$ cat config.mk
export PLATFORM = sky130hd
export DESIGN_NAME = srcs_top
export DESIGN_NICKNAME = d
export VERILOG_FILES = /design/src/shared/srcs_pkg.sv /design/src/shared/srcs_bit_if.sv /design/src/rtl/srcs_top.sv /design/src/rtl/srcs_deframer.sv
export SDC_FILE = /design/constraint.sdc
export NUM_CORES = 1
export LEC_CHECK = 0
export BUFFER_PORTS_ARGS = -buffer_cell sky130_fd_sc_hd__buf_2
export CAP_MARGIN = 20
export CORE_MARGIN = 3
export CORE_UTILIZATION = 45
export CTS_CLUSTER_DIAMETER = 50
export DETAILED_ROUTE_END_ITERATION = 10
export PLACE_DENSITY = 0.76
export SYNTH_ARGS = -nofsm -noshare
export SYNTH_HDL_FRONTEND = slang
export SYNTH_SLANG_ARGS = --single-unit
$ cat constraint.sdc
create_clock -name clk -period 2.6 [get_ports clk]
set_input_delay 0.13 -clock clk [delete_from_list [all_inputs] [get_ports clk]]
set_output_delay 0.13 -clock clk [all_outputs]
set_load 0.02 [all_outputs]
$ cat src/shared/srcs_pkg.sv
// Constants, field layouts and types shared by the SDLC receive channel
package srcs_pkg;

  // ****************************************************************
  // Bus addressing
  // ****************************************************************
  localparam int SRCS_ADDR_W = 3;
  localparam int SRCS_ADDR_CD = 0;      // 0 data port, 1 command/status
  localparam int SRCS_ADDR_CH = 1;      // 0 first channel, 1 second
  localparam int SRCS_ADDR_AUX = 2;     // 1 selects the interrupt bank
  localparam logic [1:0] SRCS_AUX_STATUS = 2'h0;
  localparam logic [1:0] SRCS_AUX_CLEAR = 2'h1;
  localparam logic [1:0] SRCS_AUX_ENABLE = 2'h2;

  // ****************************************************************
  // Register pointer values and commands
  // ****************************************************************
  localparam logic [2:0] SRCS_PTR_CMD = 3'h0;
  localparam logic [2:0] SRCS_PTR_INT = 3'h1;
  localparam logic [2:0] SRCS_PTR_VEC = 3'h2;
  localparam logic [2:0] SRCS_PTR_RXC = 3'h3;
  localparam logic [2:0] SRCS_PTR_MODE = 3'h4;
  localparam logic [2:0] SRCS_PTR_TXC = 3'h5;
  localparam logic [2:0] SRCS_PTR_SADR = 3'h6;
  localparam logic [2:0] SRCS_PTR_FLAG = 3'h7;
  localparam int SRCS_CMD_LSB = 3;
  localparam logic [2:0] SRCS_CMD_NULL = 3'h0;
  localparam logic [2:0] SRCS_CMD_RST_EXT = 3'h2;
  localparam logic [2:0] SRCS_CMD_CHAN_RST = 3'h3;
  localparam logic [2:0] SRCS_CMD_ARM_NEXT = 3'h4;

  // ****************************************************************
  // Field positions
  // ****************************************************************
  localparam int SRCS_RXC_EN = 0;
  localparam int SRCS_RXC_ASRCH = 2;
  localparam int SRCS_RXC_CRC = 3;
  localparam int SRCS_RXC_HUNT = 4;
  localparam int SRCS_RXC_AUTO = 5;
  localparam int SRCS_RXC_LEN = 6;      // two bits
  localparam int SRCS_INT_EXT = 0;
  localparam int SRCS_INT_SAV = 2;
  localparam int SRCS_INT_MODE = 3;     // two bits
  localparam logic [1:0] SRCS_RXI_FIRST = 2'h1;
  localparam int SRCS_MODE_FMT = 4;     // two bits
  localparam logic [1:0] SRCS_FMT_SDLC = 2'h2;
  localparam int SRCS_TXC_DTR = 7;
  localparam int SRCS_VEC_CAUSE = 1;    // three bits

  // Status byte bits
  localparam int SRCS_ST_AVAIL = 0;
  localparam int SRCS_ST_IRQ = 1;
  localparam int SRCS_ST_DCD = 3;
  localparam int SRCS_ST_HUNT = 4;
  localparam int SRCS_ST_DMA = 5;

  // Sticky interrupt bits
  localparam int SRCS_IRQ_W = 4;
  localparam int SRCS_EV_FIRST = 0;
  localparam int SRCS_EV_OVRN = 1;
  localparam int SRCS_EV_DCD = 2;
  localparam int SRCS_EV_EOF = 3;

  // Vector cause codes
  localparam logic [2:0] SRCS_CAUSE_EXT = 3'h1;
  localparam logic [2:0] SRCS_CAUSE_RX = 3'h2;
  localparam logic [2:0] SRCS_CAUSE_SPEC = 3'h3;

  // ****************************************************************
  // Reset values and fixed patterns
  // ****************************************************************
  localparam logic [7:0] SRCS_RST_BYTE = 8'h00;
  localparam logic [7:0] SRCS_RST_FLAG = 8'h7E;
  localparam logic [7:0] SRCS_GLOBAL_ADDR = 8'hFF;
  localparam logic [3:0] SRCS_CHAR_MAX = 4'h8;

  typedef enum logic [1:0] {
    RX_HUNT,
    RX_OPEN,
    RX_DATA,
    RX_SKIP
  } srcs_rx_state_t;

  // Character length code to bits per character
  function automatic logic [3:0] srcs_char_bits(input logic [1:0] code);
    case (code)
      2'h0: srcs_char_bits = 4'h5;
      2'h1: srcs_char_bits = 4'h7;
      2'h2: srcs_char_bits = 4'h6;
      default: srcs_char_bits = 4'h8;
    endcase
  endfunction

endpackage

$ cat src/shared/srcs_bit_if.sv
// Bit-level link between the channel control and the deframer
`timescale 1ns/1ns
interface srcs_bit_if;
  logic bit_stb;
  logic bit_val;
  logic clr;
  logic [7:0] pattern;
  logic data_stb;
  logic data_bit;
  logic flag_stb;
  logic abort_stb;

  modport ctl (
    output bit_stb,
    output bit_val,
    output clr,
    output pattern,
    input data_stb,
    input data_bit,
    input flag_stb,
    input abort_stb
  );

  modport dfr (
    input bit_stb,
    input bit_val,
    input clr,
    input pattern,
    output data_stb,
    output data_bit,
    output flag_stb,
    output abort_stb
  );
endinterface

$ cat src/rtl/srcs_top.sv
// SDLC receive channel: control registers, receiver and DMA hand-off
//
// Added by the designer: the register addresses and the plain strobed port.
`timescale 1ns/1ns
// Summary of operation
// - Receive control written disabled with hunt; receiver then hunts.
// - With auto enables, bits are taken only while carrier detect high.
// - First non-flag byte must match secondary or global address.
// - Secondary address register holds the host-loaded station address.
// - Flag pattern register recognises opening and closing flags.
// - First-character mode: address byte to CPU, rest through DMA.
// - Vector and status-affects-vector only in the second channel.
// - Arm command re-enables the first-character interrupt.
// - Receive interrupts only after opening flag and matching address.
// - Control/data and channel select inputs address the device.
// - Receiver returns to hunt only on explicit host command.
module srcs_top
  import srcs_pkg::*;
#(
  parameter logic CHAN_ID = 1'b1,
  parameter int SYNC_STAGES = 2
) (
  input wire logic clk,
  input wire logic sys_rst,
  input wire logic [SRCS_ADDR_W-1:0] addr,
  input wire logic [7:0] wdata,
  input wire logic wr,
  input wire logic rd,
  output logic [7:0] rdata,
  input wire logic rx_clk,
  input wire logic rx_data,
  input wire logic dcd,
  input wire logic dma_ack,
  output logic dma_req,
  output logic [7:0] dma_data,
  output logic irq,
  output logic dtr
);

  // ****************************************************************
  // Parameter checks
  // ****************************************************************
  // Fewer than two stages would let a metastable level reach the logic
  if (SYNC_STAGES < 2) begin : g_sync_check
    $error("SYNC_STAGES must be at least 2");
  end

  // Vector hardware exists only in the second channel
  localparam logic HAS_VEC = CHAN_ID;

  // ****************************************************************
  // Input synchronisers
  // ****************************************************************
  logic [2:0] sync_r [SYNC_STAGES];
  logic clk_prev_r;
  logic dcd_prev_r;
  logic clk_s, dat_s, dcd_s;

  // Pin levels pass two or more flops before use
  always_ff @(posedge clk) begin
    if (sys_rst) begin
      for (int i = 0; i < SYNC_STAGES; i++) begin
        sync_r[i] <= '0;
      end
      clk_prev_r <= 1'b0;
      dcd_prev_r <= 1'b0;
    end else begin
      sync_r[0] <= {rx_clk, rx_data, dcd};
      for (int i = 1; i < SYNC_STAGES; i++) begin
        sync_r[i] <= sync_r[i-1];
      end
      clk_prev_r <= clk_s;
      dcd_prev_r <= dcd_s;
    end
  end

  assign {clk_s, dat_s, dcd_s} = sync_r[SYNC_STAGES-1];

  // ****************************************************************
  // Control and receive state
  // ****************************************************************
  logic [2:0] ptr_r, ptr_nxt;
  logic [7:0] int_ctl_r, int_ctl_nxt;
  logic [7:0] vec_r, vec_nxt;
  logic [7:0] rx_ctl_r, rx_ctl_nxt;
  logic [7:0] mode_r, mode_nxt;
  logic [7:0] tx_ctl_r, tx_ctl_nxt;
  logic [7:0] sec_adr_r, sec_adr_nxt;
  logic [7:0] flag_pat_r, flag_pat_nxt;
  logic armed_r, armed_nxt;
  srcs_rx_state_t st_r, st_nxt;
  logic [3:0] bitcnt_r, bitcnt_nxt;
  logic [7:0] shf_r, shf_nxt;
  logic [7:0] rxd_r, rxd_nxt;
  logic avail_r, avail_nxt;
  logic dma_req_r, dma_req_nxt;
  logic [7:0] dma_data_r, dma_data_nxt;
  logic [SRCS_IRQ_W-1:0] ist_r, ist_nxt;
  logic [SRCS_IRQ_W-1:0] ien_r, ien_nxt;
  logic irq_r, irq_nxt;
  logic [7:0] rdata_r, rdata_nxt;

  srcs_bit_if bif ();

  srcs_deframer u_dfr (
    .clk(clk),
    .sys_rst(sys_rst),
    .bus(bif)
  );

  logic own_ch, aux, ctl_port;
  logic gate, chan_rst, hunt_cmd, first_mode;
  logic [2:0] cmd;
  logic [3:0] nbits;
  logic [7:0] shf_in, chr, vec_out;
  logic [2:0] cause;
  logic [SRCS_IRQ_W-1:0] ev, iclr;

  // Bus decode and bit gating
  always_comb begin
    own_ch = (addr[SRCS_ADDR_CH] == CHAN_ID);
    aux = addr[SRCS_ADDR_AUX];
    ctl_port = addr[SRCS_ADDR_CD];
    cmd = wdata[SRCS_CMD_LSB +: 3];
    // Receiver runs only in SDLC format, enabled, and with carrier if asked
    gate = rx_ctl_r[SRCS_RXC_EN]
      && (mode_r[SRCS_MODE_FMT +: 2] == SRCS_FMT_SDLC)
      && (!rx_ctl_r[SRCS_RXC_AUTO] || dcd_s);
    bif.bit_stb = gate && clk_s && !clk_prev_r;
    bif.bit_val = dat_s;
    bif.pattern = flag_pat_r;
    first_mode = (int_ctl_r[SRCS_INT_MODE +: 2] == SRCS_RXI_FIRST);
    nbits = srcs_char_bits(rx_ctl_r[SRCS_RXC_LEN +: 2]);
  end

  // Main next-state logic: registers, receiver, interrupts, read data
  always_comb begin
    ptr_nxt = ptr_r;
    int_ctl_nxt = int_ctl_r;
    vec_nxt = vec_r;
    rx_ctl_nxt = rx_ctl_r;
    mode_nxt = mode_r;
    tx_ctl_nxt = tx_ctl_r;
    sec_adr_nxt = sec_adr_r;
    flag_pat_nxt = flag_pat_r;
    armed_nxt = armed_r;
    st_nxt = st_r;
    bitcnt_nxt = bitcnt_r;
    shf_nxt = shf_r;
    rxd_nxt = rxd_r;
    avail_nxt = avail_r;
    dma_req_nxt = dma_req_r;
    dma_data_nxt = dma_data_r;
    ien_nxt = ien_r;
    rdata_nxt = SRCS_RST_BYTE;
    chan_rst = 1'b0;
    hunt_cmd = 1'b0;
    ev = '0;
    iclr = '0;
    shf_in = {bif.data_bit, shf_r[7:1]};
    chr = shf_in >> (SRCS_CHAR_MAX - nbits);

    // Status-affects-vector puts the highest pending cause in the vector
    if (ist_r[SRCS_EV_OVRN] || ist_r[SRCS_EV_EOF]) begin
      cause = SRCS_CAUSE_SPEC;
    end else if (ist_r[SRCS_EV_FIRST]) begin
      cause = SRCS_CAUSE_RX;
    end else if (ist_r[SRCS_EV_DCD]) begin
      cause = SRCS_CAUSE_EXT;
    end else begin
      cause = SRCS_CAUSE_SPEC;
    end
    vec_out = vec_r;
    if (int_ctl_r[SRCS_INT_SAV]) begin
      vec_out[SRCS_VEC_CAUSE +: 3] = cause;
    end

    // ---- Register writes ----
    if (wr && own_ch && !aux && ctl_port) begin
      if (ptr_r == SRCS_PTR_CMD) begin
        ptr_nxt = wdata[2:0];
        if (cmd == SRCS_CMD_CHAN_RST) begin
          chan_rst = 1'b1;
        end else if (cmd == SRCS_CMD_ARM_NEXT) begin
          armed_nxt = 1'b1;
        end else if (cmd == SRCS_CMD_RST_EXT) begin
          iclr[SRCS_EV_DCD] = 1'b1;
        end
      end else begin
        ptr_nxt = SRCS_PTR_CMD;
        case (ptr_r)
          SRCS_PTR_INT: int_ctl_nxt = wdata;
          SRCS_PTR_VEC: vec_nxt = HAS_VEC ? wdata : vec_r;
          SRCS_PTR_RXC: begin
            rx_ctl_nxt = wdata;
            hunt_cmd = wdata[SRCS_RXC_HUNT];
          end
          SRCS_PTR_MODE: mode_nxt = wdata;
          SRCS_PTR_TXC: tx_ctl_nxt = wdata;
          SRCS_PTR_SADR: sec_adr_nxt = wdata;
          SRCS_PTR_FLAG: flag_pat_nxt = wdata;
          default: ptr_nxt = SRCS_PTR_CMD;
        endcase
      end
    end
    if (wr && aux && addr[1:0] == SRCS_AUX_CLEAR) begin
      iclr = iclr | wdata[SRCS_IRQ_W-1:0];
    end
    if (wr && aux && addr[1:0] == SRCS_AUX_ENABLE) begin
      ien_nxt = wdata[SRCS_IRQ_W-1:0];
    end

    // ---- Register reads, data one cycle later ----
    if (rd && aux) begin
      if (addr[1:0] == SRCS_AUX_STATUS) begin
        rdata_nxt[SRCS_IRQ_W-1:0] = ist_r;
      end else if (addr[1:0] == SRCS_AUX_ENABLE) begin
        rdata_nxt[SRCS_IRQ_W-1:0] = ien_r;
      end
    end else if (rd && own_ch && !ctl_port) begin
      rdata_nxt = rxd_r;
      avail_nxt = 1'b0;
    end else if (rd && own_ch) begin
      ptr_nxt = SRCS_PTR_CMD;
      if (HAS_VEC && ptr_r == SRCS_PTR_VEC) begin
        rdata_nxt = vec_out;
      end else begin
        rdata_nxt[SRCS_ST_AVAIL] = avail_r;
        rdata_nxt[SRCS_ST_IRQ] = irq_r;
        rdata_nxt[SRCS_ST_DCD] = dcd_s;
        rdata_nxt[SRCS_ST_HUNT] = (st_r == RX_HUNT);
        rdata_nxt[SRCS_ST_DMA] = dma_req_r;
      end
    end
    if (dma_ack) begin
      dma_req_nxt = 1'b0;
    end

    // ---- Receiver sequencing; hunt only by command ----
    if (bif.flag_stb) begin
      bitcnt_nxt = '0;
      if (st_r == RX_DATA) begin
        ev[SRCS_EV_EOF] = 1'b1;
      end
      st_nxt = RX_OPEN;
    end else if (bif.abort_stb) begin
      bitcnt_nxt = '0;
      if (st_r != RX_HUNT) begin
        st_nxt = RX_SKIP;
      end
    end else if (bif.data_stb && (st_r == RX_OPEN || st_r == RX_DATA)) begin
      shf_nxt = shf_in;
      if (bitcnt_r == nbits - 4'h1) begin
        bitcnt_nxt = '0;
        if (st_r == RX_OPEN) begin
          // Address byte: match programmed or global station address
          if (!rx_ctl_r[SRCS_RXC_ASRCH] || chr == sec_adr_r
              || chr == SRCS_GLOBAL_ADDR) begin
            st_nxt = RX_DATA;
            ev[SRCS_EV_OVRN] = avail_nxt;
            rxd_nxt = chr;
            avail_nxt = 1'b1;
            if (first_mode && armed_r) begin
              ev[SRCS_EV_FIRST] = 1'b1;
              armed_nxt = 1'b0;
            end
          end else begin
            st_nxt = RX_SKIP;
          end
        end else if (first_mode) begin
          // Later bytes go to the DMA side, never to the CPU port
          ev[SRCS_EV_OVRN] = dma_req_nxt;
          dma_data_nxt = chr;
          dma_req_nxt = 1'b1;
        end else begin
          ev[SRCS_EV_OVRN] = avail_nxt;
          rxd_nxt = chr;
          avail_nxt = 1'b1;
        end
      end else begin
        bitcnt_nxt = bitcnt_r + 4'h1;
      end
    end
    if (hunt_cmd) begin
      st_nxt = RX_HUNT;
      bitcnt_nxt = '0;
    end

    // Carrier change is an external status event
    ev[SRCS_EV_DCD] = ev[SRCS_EV_DCD] | (dcd_s ^ dcd_prev_r);
    // Sticky bits: a new event wins over a clear in the same cycle
    ist_nxt = (ist_r & ~iclr) | ev;
    irq_nxt = |(ist_nxt & ien_nxt);

    // Channel reset returns every control field to its default
    if (chan_rst) begin
      ptr_nxt = SRCS_PTR_CMD;
      int_ctl_nxt = SRCS_RST_BYTE;
      vec_nxt = SRCS_RST_BYTE;
      rx_ctl_nxt = SRCS_RST_BYTE;
      mode_nxt = SRCS_RST_BYTE;
      tx_ctl_nxt = SRCS_RST_BYTE;
      sec_adr_nxt = SRCS_RST_BYTE;
      flag_pat_nxt = SRCS_RST_FLAG;
      armed_nxt = 1'b1;
      st_nxt = RX_HUNT;
      bitcnt_nxt = '0;
      avail_nxt = 1'b0;
      dma_req_nxt = 1'b0;
      ist_nxt = '0;
      ien_nxt = '0;
      irq_nxt = 1'b0;
    end
  end

  // Deframer is flushed on hunt and on channel reset
  assign bif.clr = chan_rst || hunt_cmd;

  // Registers only
  always_ff @(posedge clk) begin
    if (sys_rst) begin
      ptr_r <= SRCS_PTR_CMD;
      int_ctl_r <= SRCS_RST_BYTE;
      vec_r <= SRCS_RST_BYTE;
      rx_ctl_r <= SRCS_RST_BYTE;
      mode_r <= SRCS_RST_BYTE;
      tx_ctl_r <= SRCS_RST_BYTE;
      sec_adr_r <= SRCS_RST_BYTE;
      flag_pat_r <= SRCS_RST_FLAG;
      armed_r <= 1'b1;
      st_r <= RX_HUNT;
      bitcnt_r <= '0;
      shf_r <= SRCS_RST_BYTE;
      rxd_r <= SRCS_RST_BYTE;
      avail_r <= 1'b0;
      dma_req_r <= 1'b0;
      dma_data_r <= SRCS_RST_BYTE;
      ist_r <= '0;
      ien_r <= '0;
      irq_r <= 1'b0;
      rdata_r <= SRCS_RST_BYTE;
    end else begin
      ptr_r <= ptr_nxt;
      int_ctl_r <= int_ctl_nxt;
      vec_r <= vec_nxt;
      rx_ctl_r <= rx_ctl_nxt;
      mode_r <= mode_nxt;
      tx_ctl_r <= tx_ctl_nxt;
      sec_adr_r <= sec_adr_nxt;
      flag_pat_r <= flag_pat_nxt;
      armed_r <= armed_nxt;
      st_r <= st_nxt;
      bitcnt_r <= bitcnt_nxt;
      shf_r <= shf_nxt;
      rxd_r <= rxd_nxt;
      avail_r <= avail_nxt;
      dma_req_r <= dma_req_nxt;
      dma_data_r <= dma_data_nxt;
      ist_r <= ist_nxt;
      ien_r <= ien_nxt;
      irq_r <= irq_nxt;
      rdata_r <= rdata_nxt;
    end
  end

  // Outputs straight from flops
  assign rdata = rdata_r;
  assign dma_req = dma_req_r;
  assign dma_data = dma_data_r;
  assign irq = irq_r;
  assign dtr = tx_ctl_r[SRCS_TXC_DTR];

endmodule // srcs_top

$ cat src/rtl/srcs_deframer.sv
// Flag detection, zero deletion and abort detection on the raw bit stream
`timescale 1ns/1ns
module srcs_deframer
  import srcs_pkg::*;
(
  input wire logic clk,
  input wire logic sys_rst,
  srcs_bit_if.dfr bus
);

  logic [7:0] raw_r, raw_nxt;
  logic [2:0] ones_r, ones_nxt;
  logic [6:0] q_r, q_nxt;
  logic [2:0] qn_r, qn_nxt;
  logic [7:0] win;

  // Seven-bit delay keeps the leading part of a closing flag out of data
  always_comb begin
    raw_nxt = raw_r;
    ones_nxt = ones_r;
    q_nxt = q_r;
    qn_nxt = qn_r;
    win = {bus.bit_val, raw_r[7:1]};
    bus.data_stb = 1'b0;
    bus.data_bit = q_r[0];
    bus.flag_stb = 1'b0;
    bus.abort_stb = 1'b0;
    if (bus.clr) begin
      raw_nxt = '0;
      ones_nxt = '0;
      qn_nxt = '0;
    end else if (bus.bit_stb) begin
      raw_nxt = win;
      if (bus.bit_val) begin
        ones_nxt = (ones_r == 3'h7) ? ones_r : ones_r + 3'h1;
      end else begin
        ones_nxt = '0;
      end
      if (!bus.bit_val && win == bus.pattern) begin
        bus.flag_stb = 1'b1;
        qn_nxt = '0;
      end else if (bus.bit_val && ones_r == 3'h6) begin
        bus.abort_stb = 1'b1;
        qn_nxt = '0;
      end else if (bus.bit_val || ones_r != 3'h5) begin
        // A zero after five ones is stuffing and is dropped here
        q_nxt = {bus.bit_val, q_r[6:1]};
        if (qn_r == 3'h7) begin
          bus.data_stb = 1'b1;
        end else begin
          qn_nxt = qn_r + 3'h1;
        end
      end
    end
  end

  // Registers only
  always_ff @(posedge clk) begin
    if (sys_rst) begin
      raw_r <= '0;
      ones_r <= '0;
      q_r <= '0;
      qn_r <= '0;
    end else begin
      raw_r <= raw_nxt;
      ones_r <= ones_nxt;
      q_r <= q_nxt;
      qn_r <= qn_nxt;
    end
  end

endmodule // srcs_deframer

* Word level (Yosys, flattened, before mapping) *
Memories as Yosys holds them, arrays and structs flattened.
Cells that the tools add are included.

word-level totals
  register bits = 127
  memory bits (writable) = 6
  input bits = 19
  output and inout port bits = 19
  word-level logic and storage cells = 251
  memories = 1

operators by class
  add/sub/neg operators = 5
  eq/ne operators = 32
  shift operators = 1
  mux-type cells = 105
  bitwise logic cells = 15
  reduce and logical (&&, ||, !) cells = 64

memories
  memory  words  width  rd ports  clocked after Yosys merged registers in  write ports  RTL line        RTL
  sync_r  2      3      2         0                                        2            srcs_top.sv:54  logic [2:0] sync_r [SYNC_STAGES];

operator list
  cell                                                                    number
  1-bit two-way mux                                                       63
  3-bit two-way mux                                                       15
  8-bit two-way mux                                                       5
  2-bit two-way mux                                                       15
  3-bit AND reduction                                                     9
  3-bit equality test (second input constant)                             8
  4-bit two-way mux                                                       6
  1-bit logical AND                                                       17
  8-bit equality test                                                     2
  3-bit by 2-bit equality test with 1-bit output (second input constant)  4
  4-bit case mux with 3 select lines                                      1
  6-bit AND reduction                                                     2
  3-bit nonzero test                                                      4
  4-bit bitwise AND                                                       2
  2-bit by 1-bit equality test with 1-bit output (second input constant)  4
  2-bit equality test (second input constant)                             4
  8-bit equality test (second input constant)                             1
  4-bit AND reduction                                                     2
  2-bit nonzero test                                                      4
  4-bit OR reduction                                                      2
  8-bit by 4-bit >> shifter with 8-bit output                             1
  1-bit logical OR                                                        7
  1-bit inverter                                                          7
  3-bit by 1-bit adder with 3-bit output (second input constant)          2
  23 further kinds                                                        35

* Depth between registers and ports, before layout *
  depth after elaboration = 16
  depth in mapped cells = 11
  depth with buffers taken out = 9

* Hierarchy *
Synthesis repeated with hierarchy kept, for this count alone.

second synthesis, totals
  cells, all modules = 607
  area total of the unflattened synthesis = 5398.9 sq um

modules (own cells, without submodules)
  module         instances  cells each  area each (sq um)  seq. area each (sq um)
  srcs_top       1          497         4340.4             1901.8
  srcs_deframer  1          110         1058.5             400.4

* Least setup slack after synthesis *
No wires, ideal clock.

  kind = register to register
  start point = register rx_ctl_r[6]
  end point = register ist_r[1]
  setup time = 70 ps
  arrival time = 2459 ps
  data required time = 2530 ps
  setup slack = 71 ps
  stages on the path, launching flop included = 10
  buffers on the path = 1
  clock period less this slack = 2529 ps
  cells stage by stage = dfxtp_1 inv_1 ha_1 buf_4 mux4_2 xor2_1 nand4_1 o21a_1 or3_1 a21oi_1

on the way
  longest elaborated chain between the ends = 14
  elaborated cells on any way between the ends = 19
  those cells by class = 2 x add/sub; 5 x eq/ne; 1 x shift; 7 x mux; 1 x bitwise; 3 x reduce/logical

RTL lines
  what                                         RTL line         RTL
  start: declaration                           srcs_top.sv:85   logic [7:0] rx_ctl_r, rx_ctl_nxt;
  start signal: assignment                     srcs_top.sv:346  rx_ctl_r <= rx_ctl_nxt;
  2-bit equality test (tied with other cells)  srcs_pkg.sv:86   case (code)
  4-bit case mux with 3 select lines *         srcs_pkg.sv:86
  4-bit subtractor                             srcs_top.sv:161  chr = shf_in >> (SRCS_CHAR_MAX - nbits);
  8-bit by 4-bit >> shifter with 8-bit output  srcs_top.sv:161
  8-bit equality test                          srcs_top.sv:257  if (!rx_ctl_r[SRCS_RXC_ASRCH] || chr == sec_adr_r
  1-bit logical OR                             srcs_top.sv:257
  1-bit logical OR                             srcs_top.sv:258  || chr == SRCS_GLOBAL_ADDR) begin
  2-bit two-way mux                            srcs_top.sv:257
  1-bit two-way mux                            srcs_top.sv:255  if (st_r == RX_OPEN) begin
  2-bit two-way mux *                          srcs_top.sv:253  if (bitcnt_r == nbits - 4'h1) begin
  2-bit two-way mux *                          srcs_top.sv:251  end else if (bif.data_stb && (st_r == RX_OPEN || st_r == RX_DATA)) begin
  2-bit two-way mux *                          srcs_top.sv:246  end else if (bif.abort_stb) begin
  2-bit two-way mux *                          srcs_top.sv:240  if (bif.flag_stb) begin
  4-bit bitwise OR *                           srcs_top.sv:292  ist_nxt = (ist_r & ~iclr) | ev;
  end signal: assignment                       srcs_top.sv:359  ist_r <= ist_nxt;
  end: declaration                             srcs_top.sv:98   logic [SRCS_IRQ_W-1:0] ist_r, ist_nxt;

Mark *: on every way between the ends. The rest lies on a longest branch, timed or not.
A chain may end at the register's enable or synchronous reset.

* Final worst setup path *
  start point = register rx_ctl_r[7]
  end point = register irq_r (netlist: irq)

on the way
  longest elaborated chain between the ends = 16
  elaborated cells on any way between the ends = 22
  those cells by class = 2 x add/sub; 5 x eq/ne; 1 x shift; 8 x mux; 2 x bitwise; 4 x reduce/logical

RTL lines
  what                                         RTL line         RTL
  2-bit equality test (tied with other cells)  srcs_pkg.sv:86
  4-bit case mux with 3 select lines *         srcs_pkg.sv:86
  4-bit subtractor                             srcs_top.sv:161
  8-bit by 4-bit >> shifter with 8-bit output  srcs_top.sv:161
  8-bit equality test                          srcs_top.sv:257
  1-bit logical OR                             srcs_top.sv:257
  1-bit logical OR                             srcs_top.sv:258
  2-bit two-way mux                            srcs_top.sv:257
  1-bit two-way mux                            srcs_top.sv:255
  2-bit two-way mux *                          srcs_top.sv:253
  2-bit two-way mux *                          srcs_top.sv:251
  2-bit two-way mux *                          srcs_top.sv:246
  2-bit two-way mux *                          srcs_top.sv:240
  4-bit bitwise OR *                           srcs_top.sv:292
  4-bit bitwise AND *                          srcs_top.sv:293  irq_nxt = |(ist_nxt & ien_nxt);
  4-bit OR reduction *                         srcs_top.sv:293
  end signal: assignment                       srcs_top.sv:361  irq_r <= irq_nxt;
  end: declaration                             srcs_top.sv:100  logic irq_r, irq_nxt;

Marks and branches as above.

==> flow_summary.yaml <==
status:
  outcome: "complete, no violations"
yosys:
  synth_cells: 586
  synthFlopType: "dfxtp_1"
  synthArstFlopShare: 0
  synthTopCellsByArea: "dfxtp_1, mux2i_1, nor2_1"
  synth_cell_types: 68
  syn-cell-area_sq_um: 5320
  yosysTopAreaCell: "dfxtp_1"
  synthTopCellsByCount: "dfxtp_1, nor2_1, mux2i_1"
  synth-seq-cells: 115
  yosysMostFrequentCell: "dfxtp_1"
  synth-seq-area-share: 0.433
  syn_avg_cell_area_sq_um: 9.08
  yosysWarnings: 0
  synth_nets: 617
  synth_top_area_frac: 0.433
  synth_edf_count: 0
route:
  drt_iter0_markers: 316
  wirelength_mm: 13.2
  dr.pass1.iters: 5
  wl_per_cell_microns: 16.3
  viasPerCell: 5.60
  antenna_left: 0
  drc_errors: 0
  via_count: 4529
setup_path:
  worstPathMaxFanout: 5
  r2r_setup_slack_ns: 0.02
  crit_required_ns: 2.96
  crit_arrival_ns: 2.94
  cp-end-kind: "register"
  critPathBufInv: 2
  crit_family: "compound AO/OA/AOI/OAI gates"
  path_cells: "inv_2, ha_4, buf_4, mux4_2, xor2_1, a211o_1, o21a_2, nor4b_4, a221o_1"
  start_kind: "register"
  cp_slowest_stage_delay_ns: 0.52
  slowest_stage: "mux4_2"
  crit_type: "reg -> reg"
floorplan:
  core_area_sq_um: 11500
  num_rows: 39
  initial_utilization: 0.464
  fp.dieArea_sq_um: 13200
  io_pins: 38
  die_h_microns: 115
  die_w_microns: 115
global_route:
  antenna_found_initial: 0
  grt_max_degree: 50
  overflow: 0
  grt_pass1_vias: 4355
  grt_pass1_wl_mm: 21.2
  gr-usage-all-layers: 0.204
cells_and_area:
  nNetsFinal: 684
  syn2layout_area_growth_pct: 23.0
  fin_cells: 809
  fill_cells: 933
  num_antenna_cells: 0
  drive_gt1_frac: 0.203
placed_design:
  place_inst: 767
  post-place-ws_ns: -0.0917
  place.detailed.hpwl_mm: 9.16
  port_buffers: 37
  gp_congestion: 0.906
timing:
  fin_crit_sh: 0.994
  finalClockSkew_ns: 0.00609
  fin_crit_ns: 2.58
  timing.fmax_mhz: 387
  rsz0062_at_grt: "true"
  setup_slack_ns: 0.0153
  max_slew_margin: 0.537
  tightestPinTransition_ns: 0.693
  maxSlewViolCount: 0
  hold_violations: 0
  setup_viol: 0
power_and_ir_drop:
  leakage_nw: 2.58
  max-vdd-ir-drop_mv: 0.754
  total_power_mw: 4.38
  p_per_area_nw_per_um2: 670
clocking:
  cts_tree: "yes"
  cts-root-buf: "clkbuf_16"
  htree_levels: 4
  clock_sinks: 115
  cts_buffers: 17
  clock_path_buffers: 2
  clock_latency_ns: 0.42
  path_clk_slew_ns: 0.05
worst_hold_path:
  hold_class: "in -> reg"
flow_run:
  maxCapViolCount: 0
[metal layers]
layer	up-vias	routed length [microns]	GRT usage
li1	2208	-	-
met1	2150	5960	0.268
met2	138	6100	0.319
met3	33	799	0.0447
met4	0	330	0.102
met5	-	0	0
[cell usage in the layout (no fill, tap or decap), types with 3 or more instances in the layout]
| cell type | instances |
|---|---|
| a21oi_1 | 44 |
| a22oi_1 | 6 |
| a311oi_1 | 6 |
| a31oi_1 | 3 |
| and2_1 | 3 |
| and3_1 | 3 |
| buf_2 | 37 |
| buf_4 | 37 |
| bufinv_16 | 4 |
| clkbuf_16 | 17 |
| clkinvlp_4 | 5 |
| dfxtp_1 | 113 |
| dlygate4sd3_1 | 3 |
| ha_1 | 10 |
| inv_1 | 12 |
| inv_2 | 3 |
| mux2i_1 | 57 |
| mux4_2 | 5 |
| nand2_1 | 51 |
| nand2b_1 | 5 |
| nand3_1 | 10 |
| nand3b_1 | 5 |
| nand4_1 | 7 |
| nand4b_1 | 3 |
| nor2_1 | 87 |
| nor2b_1 | 15 |
| nor3_1 | 15 |
| o211ai_1 | 4 |
| o21a_1 | 3 |
| o21ai_0 | 8 |
| o22a_1 | 3 |
| or3_1 | 3 |
| xnor2_1 | 11 |
| xor2_1 | 8 |
[state kept, by name, summed over array words and instances (netlist names), 7 cells and up]
register     count
u_dfr.q_r        7
u_dfr.raw_r      7
rdata            8
shf_r            7
dma_data         8
sec_adr_r        8
rxd_r            8
bif.pattern      8
vec_r            8
[power breakdown]
group | total, mW | internal (mW) | switching (mW)
clock | 2.47 | 1.65 | 0.820
sequential | 1.78 | 1.77 | 0.00765
combinational | 0.129 | 0.0439 | 0.0853
[path summary, 6_finish.rpt]
check                                   from      endpoint  cells after the start
worst max-delay path             rx_ctl_r[7]           irq                      9
worst max register to register   rx_ctl_r[7]           irq                      9
worst min-delay path                 dma_ack       dma_req                      3
worst min register to register  sync_r[0][1]  sync_r[0][4]                      1
[repair_timing]
item | 4_1_cts | 5_1_grt
hold buffers | 3 | 0
endpoints found under the hold margin | 3 | 0
pin swaps | 0 | 13
endpoints found under the setup margin | 14 | 20
buffers inserted | 0 | 7
gates resized for setup | 4 | 8
[layout make-up]
type | count | area (sq um) | share of cell area
tap | 143 | 179 | 0.0273
inverter | 16 | 60.1 | 0.00918
timing repair buffer | 78 | 504 | 0.0770
sequential | 115 | 2300 | 0.352
clock inverter | 12 | 180 | 0.0275
clock buffer | 20 | 457 | 0.0698
multi-input combinational | 425 | 2860 | 0.437
[stage by stage]
stage	setup TNS [ns]	hold WS, ns	util	cell area (sq um)
after floorplan	0	0.255	-	5320
after detailed placement	-0.309	0.348	0.505	5790
after CTS	0	0.0377	0.564	6470
after global placement	0	0.347	0.505	5790
after global routing	-0.741	0.0591	0.571	6550
final	0	0.0447	0.571	6550
[logic make-up after synthesis]
kind of cell	count (synthesis)	synth area share
AND/OR/NAND/NOR	223	0.207
flip-flops	115	0.433
AO/OA/AOI/OAI	107	0.133
multiplexers	64	0.133
buffers and inverters	46	0.0357
XOR/XNOR	19	0.0313
adder cells (fa/ha/maj)	12	0.0282
[worst reg2reg max path, stage by stage, from the launching register on]
cell	delay, ns
dfxtp_2	0.33
inv_2	0.05
ha_4	0.30
buf_4	0.12
mux4_2	0.52
xor2_1	0.17
a211o_1	0.27
o21a_2	0.26
nor4b_4	0.33
a221o_1	0.19
(Power assumes the default switching activity.)
